===== config.mk =====
export PLATFORM = sky130hd
export DESIGN_NAME = ads_seq
export DESIGN_NICKNAME = d
export VERILOG_FILES = /design/src/rtl/ads_pkg.sv /design/src/rtl/ads_seq.sv /design/src/rtl/ads_tad_gen.sv
export VERILOG_INCLUDE_DIRS = /design/src /design/src/rtl
export SDC_FILE = /design/constraint.sdc
export NUM_CORES = 1
export LEC_CHECK = 0
export ABC_AREA = 1
export BUFFER_PORTS_ARGS = -buffer_cell sky130_fd_sc_hd__clkbuf_2
export CAP_MARGIN = 25
export CORE_ASPECT_RATIO = 1.1
export CORE_MARGIN = 8
export CORE_UTILIZATION = 45
export CTS_CLUSTER_DIAMETER = 40
export DETAILED_ROUTE_END_ITERATION = 6
export GPL_ROUTABILITY_DRIVEN = 0
export PLACE_DENSITY_LB_ADDON = 0.2
export SYNTH_ARGS = -nofsm -noshare
export SYNTH_HDL_FRONTEND = slang
export SYNTH_SLANG_ARGS = --single-unit

===== constraint.sdc =====
create_clock -name ref_clk_i -period 3.3 [get_ports ref_clk_i]
set_clock_uncertainty 0.1 [all_clocks]
set_input_delay 0.33 -clock ref_clk_i [delete_from_list [all_inputs] [get_ports ref_clk_i]]
set_output_delay 0.33 -clock ref_clk_i [all_outputs]
set_load 0.1 [all_outputs]

===== src/rtl/ads_params.svh =====
// Purpose : constants of the conversion sequencer (offsets, fields, resets, counts)
// Assumes : included by bare name from the design files
// Notes   : definitions only
`ifndef ADS_PARAMS_SVH
`define ADS_PARAMS_SVH

// ==========================================================
// register offsets (byte addresses, one aligned word each)
`define ADS_OFF_CTRL     8'h00
`define ADS_OFF_CFG      8'h04
`define ADS_OFF_RES_LO   8'h08
`define ADS_OFF_RES_HI   8'h0c
`define ADS_OFF_FLAG     8'h10
`define ADS_OFF_PORT     8'h14

// ==========================================================
// field positions
`define ADS_CTRL_POWER   0
`define ADS_CTRL_GO      2
`define ADS_CTRL_CH_LO   4
`define ADS_CTRL_CH_HI   7
`define ADS_CFG_VREF     0
`define ADS_CFG_PCFG_LO  1
`define ADS_CFG_PCFG_HI  3
`define ADS_CFG_JUST     5
`define ADS_CFG_CS_LO    6
`define ADS_CFG_CS_HI    7
`define ADS_FLAG_DONE    0

// ==========================================================
// reset values
`define ADS_RST_CTRL     8'h00
`define ADS_RST_CFG      8'h00
`define ADS_RST_RES      8'h00

// ==========================================================
// timing counts
`define ADS_CONV_TADS    4'd12
`define ADS_RECOVER_TADS 4'd2
`define ADS_SAR_BITS     4'd10
`define ADS_DIV8_LAST    6'd7
`define ADS_DIV32_LAST   6'd31
`define ADS_DIV64_LAST   6'd63
`define ADS_CLK_NS       10
`define ADS_TCY_NS       40
`define ADS_TCY_CYC      ((`ADS_TCY_NS + `ADS_CLK_NS - 1) / `ADS_CLK_NS)

`endif


===== src/rtl/ads_pkg.sv =====
// Purpose : types shared by the conversion sequencer files
// Assumes : nothing
// Notes   : one-hot sequencer states
package ads_pkg;

  typedef enum logic [4:0] {
    ADS_OFF   = 5'b00001,
    ADS_ACQ   = 5'b00010,
    ADS_FIRST = 5'b00100,
    ADS_CONV  = 5'b01000,
    ADS_WAIT  = 5'b10000
  } ads_state_type;

  typedef enum logic [1:0] {
    ADS_CS_DIV8  = 2'b00,
    ADS_CS_DIV32 = 2'b01,
    ADS_CS_DIV64 = 2'b10,
    ADS_CS_RC    = 2'b11
  } ads_clksel_type;

endpackage


===== src/rtl/ads_seq.sv =====
// Purpose : successive-approximation conversion sequencer with APB registers
// Assumes : comp_i is high when the held level is at or above dac_o
// Notes   : APB answers in the second access cycle
// Function
// RULE1: each conversion takes at least twelve bit periods before completion.
// RULE2: clock select picks 8, 32 or 64 oscillator periods, or RC.
// RULE3: software keeps the bit period at 1.6 us or longer.
// RULE4: after completion wait two bit periods with hold capacitor disconnected.
// RULE5: hold capacitor is never discharged between conversions.
// RULE6: clearing go during a conversion aborts it at once.
// RULE7: an abort leaves the result register pair untouched.
// RULE8: after abort wait two bit periods, then acquire again unaided; with the RC clock the first of them may be partial.
// RULE9: first segment lasts one instruction cycle up to one bit period; with the RC clock it can last up to three cycles longer.
// RULE10: software powers the converter on before setting go separately.
// RULE11: software waits the acquisition time before setting go.
// RULE12: completion clears go and sets the conversion done flag.
// RULE13: port read returns zero for pins configured as analog.
// RULE14: an output-driven selected pin has its own level converted.
// RULE15: digital-input selected pins are converted normally.
// RULE16: sequencing ignores pin direction bits entirely.
// RULE17: software uses the RC clock above 1 MHz only in sleep.
// RULE18: justify bit picks right or left placement, six bits zero.
// RULE19: channel select field in bits 7 to 4 routes one input.
// RULE20: oscillator divider free-runs and restarts on each new start.
// RULE21: software may write the result pair unless a result lands.
`timescale 1ns/1ps
`include "ads_params.svh"

module ads_seq (
  input  wire logic        ref_clk_i,
  input  wire logic        nrst_i,
  input  wire logic        psel_i,
  input  wire logic        penable_i,
  input  wire logic        pwrite_i,
  input  wire logic [7:0]  paddr_i,
  input  wire logic [31:0] pwdata_i,
  output logic             pready_o,
  output logic [31:0]      prdata_o,
  output logic             pslverr_o,
  input  wire logic        rc_tick_i,
  input  wire logic        comp_i,
  input  wire logic [15:0] pin_level_i,
  output logic [9:0]       dac_o,
  output logic [3:0]       chan_sel_o,
  output logic             hold_connect_o,
  output logic             conv_power_o,
  output logic             vref_ext_o
);
  import ads_pkg::*;

  ads_state_type  state, next_state;
  ads_clksel_type clk_sel, next_clk_sel;
  logic        go, next_go;
  logic        justify, next_justify;
  logic [2:0]  pcfg, next_pcfg;
  logic [7:0]  res_lo, next_res_lo;
  logic [7:0]  res_hi, next_res_hi;
  logic        done_flag, next_done_flag;
  logic [9:0]  sar, next_sar;
  logic [9:0]  mask, next_mask;
  logic [3:0]  tad_cnt, next_tad_cnt;
  logic [2:0]  first_cnt, next_first_cnt;
  logic [3:0]  next_chan;
  logic        next_power, next_vref, next_hold;
  logic        next_pready, next_pslverr;
  logic [31:0] next_prdata;
  logic [15:0] analog_mask;
  logic        tad_tick, restart, done_evt, abort_evt;
  logic        wr, rd_phase;

  // ==========================================================
  // bit period ticks
  ads_tad_gen u_tad (
    .ref_clk_i  (ref_clk_i),
    .nrst_i     (nrst_i),
    .restart_i  (restart),
    .clk_sel_i  (clk_sel),
    .rc_tick_i  (rc_tick_i),
    .tad_tick_o (tad_tick)
  );

  // ==========================================================
  // analog pin map: code 7 makes every pin digital
  for (genvar i = 0; i < 16; i++) begin : g_amask
    assign analog_mask[i] = (pcfg != 3'h7) && ((3'(7 - (i % 8))) >= pcfg);
  end

  assign wr       = psel_i && penable_i && pready_o && pwrite_i;
  assign rd_phase = psel_i && penable_i && !pready_o;

  // ==========================================================
  // next values
  always_comb begin
    next_state     = state;
    next_clk_sel   = clk_sel;
    next_go        = go;
    next_justify   = justify;
    next_pcfg      = pcfg;
    next_res_lo    = res_lo;
    next_res_hi    = res_hi;
    next_done_flag = done_flag;
    next_sar       = sar;
    next_mask      = mask;
    next_tad_cnt   = tad_cnt;
    next_first_cnt = first_cnt;
    next_chan      = chan_sel_o;
    next_power     = conv_power_o;
    next_vref      = vref_ext_o;
    restart        = 1'b0;
    done_evt       = 1'b0;
    abort_evt      = 1'b0;

    // bus answer, one wait cycle so read data come from a flop
    next_pready  = rd_phase;
    next_prdata  = 32'h0000_0000;
    next_pslverr = 1'b0;
    if (rd_phase) begin
      unique case (paddr_i)
        `ADS_OFF_CTRL:   next_prdata = {24'h000000, chan_sel_o, 1'b0, go, 1'b0, conv_power_o};
        `ADS_OFF_CFG:    next_prdata = {24'h000000, clk_sel, justify, 1'b0, pcfg, vref_ext_o};
        `ADS_OFF_RES_LO: next_prdata = {24'h000000, res_lo};
        `ADS_OFF_RES_HI: next_prdata = {24'h000000, res_hi};
        `ADS_OFF_FLAG:   next_prdata = {31'h0000_0000, done_flag};
        `ADS_OFF_PORT:   next_prdata = {16'h0000, pin_level_i & ~analog_mask}; // RULE13
        default:         next_pslverr = 1'b1;
      endcase
      if (pwrite_i) begin
        next_prdata = 32'h0000_0000;
      end
    end

    if (wr) begin
      unique case (paddr_i)
        `ADS_OFF_CTRL: begin
          next_chan  = pwdata_i[`ADS_CTRL_CH_HI:`ADS_CTRL_CH_LO]; // RULE19
          next_go    = pwdata_i[`ADS_CTRL_GO];
          next_power = pwdata_i[`ADS_CTRL_POWER];
        end
        `ADS_OFF_CFG: begin
          next_clk_sel = ads_clksel_type'(pwdata_i[`ADS_CFG_CS_HI:`ADS_CFG_CS_LO]); // RULE2
          next_justify = pwdata_i[`ADS_CFG_JUST];
          next_pcfg    = pwdata_i[`ADS_CFG_PCFG_HI:`ADS_CFG_PCFG_LO];
          next_vref    = pwdata_i[`ADS_CFG_VREF];
        end
        `ADS_OFF_RES_LO: next_res_lo = pwdata_i[7:0]; // RULE21
        `ADS_OFF_RES_HI: next_res_hi = pwdata_i[7:0]; // RULE21
        `ADS_OFF_FLAG: begin
          if (pwdata_i[`ADS_FLAG_DONE]) begin
            next_done_flag = 1'b0;
          end
        end
        default: ;
      endcase
    end

    // sequencer; pin direction never enters here
    unique case (state) // RULE14 RULE15 RULE16
      ADS_OFF: begin
        if (conv_power_o) begin
          next_state = ADS_ACQ;
        end
      end
      ADS_ACQ: begin
        if (go) begin
          restart        = 1'b1; // RULE20
          next_first_cnt = 3'h0;
          next_state     = ADS_FIRST;
        end
      end
      ADS_FIRST: begin
        if (first_cnt != 3'h7) begin
          next_first_cnt = first_cnt + 3'h1;
        end
        if (!go) begin
          abort_evt    = 1'b1; // RULE6
          next_tad_cnt = 4'h0;
          next_state   = ADS_WAIT;
        end else if (tad_tick && (first_cnt >= 3'(`ADS_TCY_CYC - 1))) begin // RULE9
          next_tad_cnt = 4'h0;
          next_sar     = 10'h200;
          next_mask    = 10'h200;
          next_state   = ADS_CONV;
        end
      end
      ADS_CONV: begin
        if (!go) begin
          // partial sample is dropped, result pair keeps its value
          abort_evt    = 1'b1; // RULE6 RULE7
          next_tad_cnt = 4'h0;
          next_state   = ADS_WAIT;
        end else if (tad_tick) begin
          next_tad_cnt = tad_cnt + 4'h1;
          if (tad_cnt < `ADS_SAR_BITS) begin
            next_sar  = (comp_i ? sar : (sar & ~mask)) | (mask >> 1);
            next_mask = mask >> 1;
          end
          if (tad_cnt == `ADS_CONV_TADS - 4'h1) begin // RULE1
            done_evt       = 1'b1;
            next_go        = 1'b0; // RULE12
            next_done_flag = 1'b1; // RULE12
            next_tad_cnt   = 4'h0;
            next_state     = ADS_WAIT;
            if (justify) begin // RULE18
              next_res_hi = {6'h00, sar[9:8]};
              next_res_lo = sar[7:0];
            end else begin
              next_res_hi = sar[9:2];
              next_res_lo = {sar[1:0], 6'h00};
            end
          end
        end
      end
      ADS_WAIT: begin
        if (tad_tick) begin
          next_tad_cnt = tad_cnt + 4'h1;
          if (tad_cnt == `ADS_RECOVER_TADS - 4'h1) begin // RULE4 RULE8
            next_state = ADS_ACQ;
          end
        end
      end
    endcase

    // divider restarts at an abort so the recovery wait is two whole bit periods in the divided settings; RC ticks are not realigned
    if (abort_evt) begin
      restart = 1'b1; // RULE8
    end

    // power off aborts whatever runs, no flag unless the last bit period ends in that same cycle
    if (!conv_power_o) begin
      next_state = ADS_OFF;
    end
    // capacitor only switched, never discharged; keeps charge to next sample
    next_hold = (next_state == ADS_ACQ); // RULE4 RULE5 RULE8
  end

  // ==========================================================
  // registers
  always_ff @(posedge ref_clk_i or negedge nrst_i) begin
    if (!nrst_i) begin
      state          <= ADS_OFF;
      clk_sel        <= ADS_CS_DIV8;
      go             <= 1'b0;
      justify        <= 1'b0;
      pcfg           <= 3'h0;
      res_lo         <= `ADS_RST_RES;
      res_hi         <= `ADS_RST_RES;
      done_flag      <= 1'b0;
      sar            <= 10'h000;
      mask           <= 10'h000;
      tad_cnt        <= 4'h0;
      first_cnt      <= 3'h0;
      chan_sel_o     <= 4'h0;
      conv_power_o   <= 1'b0;
      vref_ext_o     <= 1'b0;
      hold_connect_o <= 1'b0;
      pready_o       <= 1'b0;
      prdata_o       <= 32'h0000_0000;
      pslverr_o      <= 1'b0;
    end else begin
      state          <= next_state;
      clk_sel        <= next_clk_sel;
      go             <= next_go;
      justify        <= next_justify;
      pcfg           <= next_pcfg;
      res_lo         <= next_res_lo;
      res_hi         <= next_res_hi;
      done_flag      <= next_done_flag;
      sar            <= next_sar;
      mask           <= next_mask;
      tad_cnt        <= next_tad_cnt;
      first_cnt      <= next_first_cnt;
      chan_sel_o     <= next_chan;
      conv_power_o   <= next_power;
      vref_ext_o     <= next_vref;
      hold_connect_o <= next_hold;
      pready_o       <= next_pready;
      prdata_o       <= next_prdata;
      pslverr_o      <= next_pslverr;
    end
  end

  assign dac_o = sar;

  // ==========================================================
  // checks
  logic [3:0] conv_ticks;
  always_ff @(posedge ref_clk_i or negedge nrst_i) begin
    if (!nrst_i) begin
      conv_ticks <= 4'h0;
    end else if (state != ADS_CONV) begin
      conv_ticks <= 4'h0;
    end else if (tad_tick && conv_ticks != 4'hf) begin
      conv_ticks <= conv_ticks + 4'h1;
    end
  end
endmodule // ads_seq


===== src/rtl/ads_tad_gen.sv =====
// Purpose : bit conversion period tick generator
// Assumes : rc_tick_i is a one-cycle pulse per internal RC period, synchronous
// Notes   : tick output is registered
`timescale 1ns/1ps
`include "ads_params.svh"

module ads_tad_gen (
  input  wire logic                    ref_clk_i,
  input  wire logic                    nrst_i,
  input  wire logic                    restart_i,
  input  wire ads_pkg::ads_clksel_type clk_sel_i,
  input  wire logic                    rc_tick_i,
  output logic                         tad_tick_o
);
  import ads_pkg::*;

  logic [5:0] cnt;
  logic [5:0] next_cnt;
  logic [5:0] last;
  logic       next_tick;

  // ==========================================================
  // divider
  always_comb begin
    unique case (clk_sel_i)
      ADS_CS_DIV8:  last = `ADS_DIV8_LAST;
      ADS_CS_DIV32: last = `ADS_DIV32_LAST;
      ADS_CS_DIV64: last = `ADS_DIV64_LAST;
      ADS_CS_RC:    last = 6'h00;
    endcase
    // free running, restarted at each start so the first period is whole in the divided settings; RC ticks are not realigned
    if (restart_i) begin // RULE20
      next_cnt  = 6'h00;
      next_tick = 1'b0;
    end else begin
      next_cnt  = (cnt >= last) ? 6'h00 : cnt + 6'h01; // RULE2
      next_tick = (clk_sel_i == ADS_CS_RC) ? rc_tick_i : (cnt == last);
    end
  end

  always_ff @(posedge ref_clk_i or negedge nrst_i) begin
    if (!nrst_i) begin
      cnt        <= 6'h00;
      tad_tick_o <= 1'b0;
    end else begin
      cnt        <= next_cnt;
      tad_tick_o <= next_tick;
    end
  end
endmodule // ads_tad_gen


* Yosys cells after proc, flatten, opt, wreduce, memory -nomap -nowiden
Index checks and enable logic that the tools add are counted.
** Cells by class
- Bitwise logic cells :: 5
- Eq/ne operators :: 29
- Muxes and demuxes :: 73
- $add $sub $neg :: 3
- $lt $le $gt $ge :: 11
- Reduce and logical (&&, ||, !) cells :: 26
** Operators by type and width (number)
- $mux W8 :: 14
- $pmux W16 S6 :: 1
- $mux W10 :: 9
- $mux W32 :: 2
- $mux W5 :: 9
- $pmux W10 S2 :: 2
- $pmux W5 S5 :: 1
- $mux W4 :: 6
- $pmux W6 S4 :: 1
- $mux W1 :: 22
- $and A16 B16 Y16 :: 1
- $eq A8 B4 Y1 const B :: 2
- $eq A8 B5 Y1 const B :: 2
- $not A16 Y16 :: 1
- $logic_and A1 B1 Y1 :: 13
- $ge A3 B3 Y1 const A :: 4
- $mux W6 :: 2
- $ne A2 B2 Y1 const B :: 6
- $pmux W4 S3 :: 1
- $and A10 B10 Y10 :: 1
- $eq A5 B2 Y1 const B :: 2
- $not A10 Y10 :: 1
- $or A10 B9 Y10 :: 1
- $ne A3 B3 Y1 const B :: 3
- other kinds (33) :: 40
** Storage, ports and cells
- Register bits after elaboration :: 104

* Logic depth before layout (Yosys ltp)
- Depth after elaboration :: 8
- Mapped depth :: 12
- Depth with buffers taken out :: 11

* Cells and area by module
Synthesis repeated with hierarchy kept, for this count alone.
** Unflattened totals
- Cell total of the unflattened synthesis :: 720
- Area, all modules :: 5236.3 µm²
** Modules (own cells, without submodules)
- ads_seq :: area each 4689.5 µm², times used 1, sequential area each 2028.2 µm², cells an instance 649
- ads_tad_gen :: area each 546.8 µm², times used 1, sequential area each 175.2 µm², cells an instance 71

* Worst setup path before layout
No wires, ideal clock.
- Path kind :: register -> register
- Start point :: register pready_o
- End point :: register chan_sel_o[0]
- Arrival time :: 1.797 ns
- Cell stages (with the launch flop) :: 7
- Setup slack :: 1.271 ns
- Cells stage by stage :: dfrtp_1 nand4_1 inv_1 nand2_1 clkbuf_1 nand2_1 o21ai_0
** On the way
- Cells in the longest elaborated chain, start to end :: 3
** RTL lines
- start, declared :: line ads_seq.sv:37 : output logic pready_o,
- start signal, assigned :: line ads_seq.sv:276 : pready_o <= next_pready;
- $logic_and A1 B1 Y1 (2 in a row) :: line ads_seq.sv:88 : assign wr = psel_i && penable_i && pready_o && pwrite_i;
- $reduce_and A2 Y1 (no source line)
- end signal, assigned :: line ads_seq.sv:272 : chan_sel_o <= next_chan;
- end, declared :: line ads_seq.sv:44 : output logic [3:0] chan_sel_o,
Every way passes these cells.
A chain may end at the register's enable or synchronous reset.

* Worst setup path in the final report
- Start point :: register state[4]
- End point :: register mask[4]
** On the way
- Cells in the longest elaborated chain, start to end :: 3
- Elaborated cells between the ends (all ways) :: 10
- Those cells by class :: eq/ne (7); mux (1); reduce/logical (2)
** RTL lines
- start, declared :: line ads_seq.sv:51 : ads_state_type state, next_state;
- start signal, assigned :: line ads_seq.sv:260 : state <= next_state;
- $eq A5 B4 Y1 / $eq A5 B3 Y1 (equally long branches) :: line ads_seq.sv:157 : unique case (state)
- $ne A2 B1 Y1 (no source line) (tied with other cells)
- $reduce_and A6 Y1 (no source line)
- end signal, assigned :: line ads_seq.sv:269 : mask <= next_mask;
- end, declared :: line ads_seq.sv:60 : logic [9:0] mask, next_mask;
Parallel ways exist; a longest one is shown, timed or not.

==> flow_summary.yaml <==
outcome:
  status: "complete, no violations"
synthesis:
  synth_area_per_cell_um2: 7.38
  ys_seq_area_frac: 0.438
  synth_seq_cells: 88
  syn_area_mm2: 0.00503
  synth_cell_types: 36
  syn_inst: 681
  yosysWarnings: 0
power:
  p_leak_nw: 2.98
  irDropWorstVdd_v: 0.000276
  combinationalPowerShare: 0.128
  p_sw_frac: 0.268
  p_sw_mw: 0.718
  power_density_mw_per_mm2: 461
  internal_power_mw: 1.96
  seqPwrFrac: 0.430
  power.share.clock: 0.442
global_route:
  grt_max_degree: 54
  antenna_found_initial: 0
  grt_pass1_wl_um: 20600
  grt-ovfl-total: 0
  grt.total_usage: 0.172
  grt_pass1_vias: 4325
layout:
  antenna_cells: 0
  drive_above_1_share: 0.159
  most-common-layout-cells: "nand2_1 (218), dfrtp_1 (87), nor2_1 (75)"
  mostFrequentLayoutCell: "nand2_1"
  fin_nets: 829
  syn2layout_area_growth_pct: 15.4
  post-route-util: 0.532
  fillers: 1120
sta:
  slew_viol_final: 0
  fin_crit_sh: 0.626
  period_minus_slack_ns: 2.07
  holdWs_ns: 0.0860
  max_freq_mhz: 484
  worst_pin_slew_ns: 0.765
  rsz0062_at_grt: "false"
  fin_setup_tns_ns: 0
  setup_viol: 0
  relSlewSlack: 0.488
  hold_viol_final: 0
routing:
  drt_first_pass_iters: 5
  drcViolationCount: 0
  wl_per_cell_um: 13.5
  via_per_inst: 4.89
  drt-total-wl_um: 12200
  vias: 4417
  drt_iter0_markers: 203
  ant_nets: 0
worst_setup_path:
  startpoint: "state[4]$_DFF_PN0_"
  path_class: "flop to flop"
  rr_startpoint: "state[4]$_DFF_PN0_"
  path_cells: "inv_1 -> nand3_2 -> nand2_2 -> nand3_2 -> nor2_4 -> nand2_1 -> nand2_1"
  cp_data_arrival_time_ns: 2.24
  slowest_stage: "nand3_2"
  cpPeakStageDelay_ns: 0.42
  crit_family: "simple AND/OR/NAND/NOR gates"
  startpoint_type: "flop"
  crit_path_max_fanout: 22
  required_ns: 3.48
  critPathCaptureType: "flop"
  path_buf_inv: 1
floorplanning:
  io_pins: 114
  core_mm2: 0.0109
  die_area_mm2: 0.0148
  die_h_um: 127
  start_util: 0.461
  rows: 40
  die_w_um: 117
clocking:
  numCtsBuffers: 9
  cts.clk_slew.worst_paths_ns: 0.07
  cts.sinks: 88
  cts_tree: "done"
  ctsHoldBuffers: 1
  cts_max_level: 3
  cts_resized: 0
  postCtsSetupBuffers: 0
  root_buffer: "clkbuf_16"
  clk_latency_ns: 0.34
  cts_buffer_depth: 2
hold_path:
  hold_path.class: "input pin to flop"
  hold_path.startpoint: "pin_level_i[15]"
place:
  dp_hpwl_um: 9290
  io_buffers: 73
flow_run:
  maxCapViolCount: 0
per-layer routing:
| metal | up-vias | GRT usage | wire length (µm) | share of wire |
|---|---|---|---|---|
| met2 | 114 | 0.286 | 5750 | 0.47 |
| met4 | 0 | 0.0596 | 250 | 0.021 |
| met3 | 16 | 0.0346 | 792 | 0.065 |
| li1 | 2264 | - | - | - |
| met5 | - | 0 | 0 | 0 |
| met1 | 2023 | 0.217 | 5370 | 0.44 |
stage by stage:
step	area [µm²]	setup WS, ns	std cells	power [mW]
6_report	5800	1.23	904	2.67
5_1_grt	5800	1.02	904	2.78
4_1_cts	5800	1.22	904	2.69
3_5_place_dp	5450	1.23	887	1.51
3_3_place_gp	5450	1.28	887	1.50
2_1_floorplan	5080	1.27	696	1.43
cell usage after synthesis, drive strengths merged:
library cell,n,area share
or2,1,0.0012
nor2,88,0.080
dfrtp,87,0.43
and3,1,0.0012
nor3,7,0.0080
clkinv,1,0.00075
clkbuf,6,0.0045
nand2,224,0.17
xnor2,3,0.0052
nand4,10,0.012
o21a,2,0.0030
nor3b,1,0.0015
conb,1,0.00075
buf,27,0.039
ha,14,0.035
inv,70,0.052
o21ai,39,0.039
dfstp,1,0.0052
mux2i,1,0.0020
o211ai,2,0.0030
nand3,70,0.074
a21oi,21,0.021
a21boi,2,0.0030
xor2,2,0.0035
worst paths after layout:
| check | slack, ns | endpoint | cells past startpoint |
|---|---|---|---|
| setup / recovery | 1.23 | mask[4]$_DFFE_PN0P_ | 7 |
| hold / removal | 0.09 | prdata_o[15]$_DFF_PN0_ | 3 |
| setup reg to reg | 1.23 | mask[4]$_DFFE_PN0P_ | 7 |
| hold reg to reg | 0.37 | mask[8]$_DFFE_PN0P_ | 2 |
| max in group asynchronous | 1.86 | state[0]$_DFF_PN1_ | 3 |
| min in group asynchronous | 0.47 | prdata_o[6]$_DFF_PN0_ | 2 |
cell families (layout without fill, tap and decap cells):
logic type,count (synthesis),after routing,share of synthesized area
fa+ha+maj,14,14,0.0349
simple gates,402,402,0.350
mux,1,1,0.00199
buf+inv,104,165,0.0963
compound gates,66,66,0.0687
other cells,1,16,0.000746
xor+xnor,5,5,0.00871
flops,88,88,0.438
state kept, by name, indices dropped and copies added (netlist names):
name / cells
hold_connect_o: 1
u_tad.tad_tick_o: 1
pcfg: 3
state: 5
pready_o: 1
pslverr_o: 1
res_hi: 8
u_tad.cnt: 6
conv_power_o: 1
dac_o: 10
mask: 10
vref_ext_o: 1
done_flag: 1
clk_sel: 2
tad_cnt: 4
chan_sel_o: 4
go: 1
justify: 1
first_cnt: 3
prdata_o: 16
res_lo: 8
final cells by class:
class                   count  area, µm²  area share
inverters                  71        267      0.0459
repair buffers             78        408      0.0703
flip-flops and latches     88       2200       0.380
clock inverters             7        120      0.0207
clock buffers               9        225      0.0388
multi-input cells         504       2390       0.413
well taps                 147        184      0.0317
power by group through the flow:
stage | logic (mW) | registers, mW | clock network [mW]
finish | 0.343 | 1.15 | 1.18
global route | 0.389 | 1.15 | 1.24
CTS | 0.348 | 1.15 | 1.20
detailed placement | 0.346 | 1.17 | 0
global placement | 0.336 | 1.17 | 0
floorplan | 0.259 | 1.17 | 0
worst min-delay path, cell delays in order:
cell and delay [ns]:
clkbuf_2 0.08, nand2_1 0.05, nor2_1 0.03
Power figures use the tool's default switching activity.
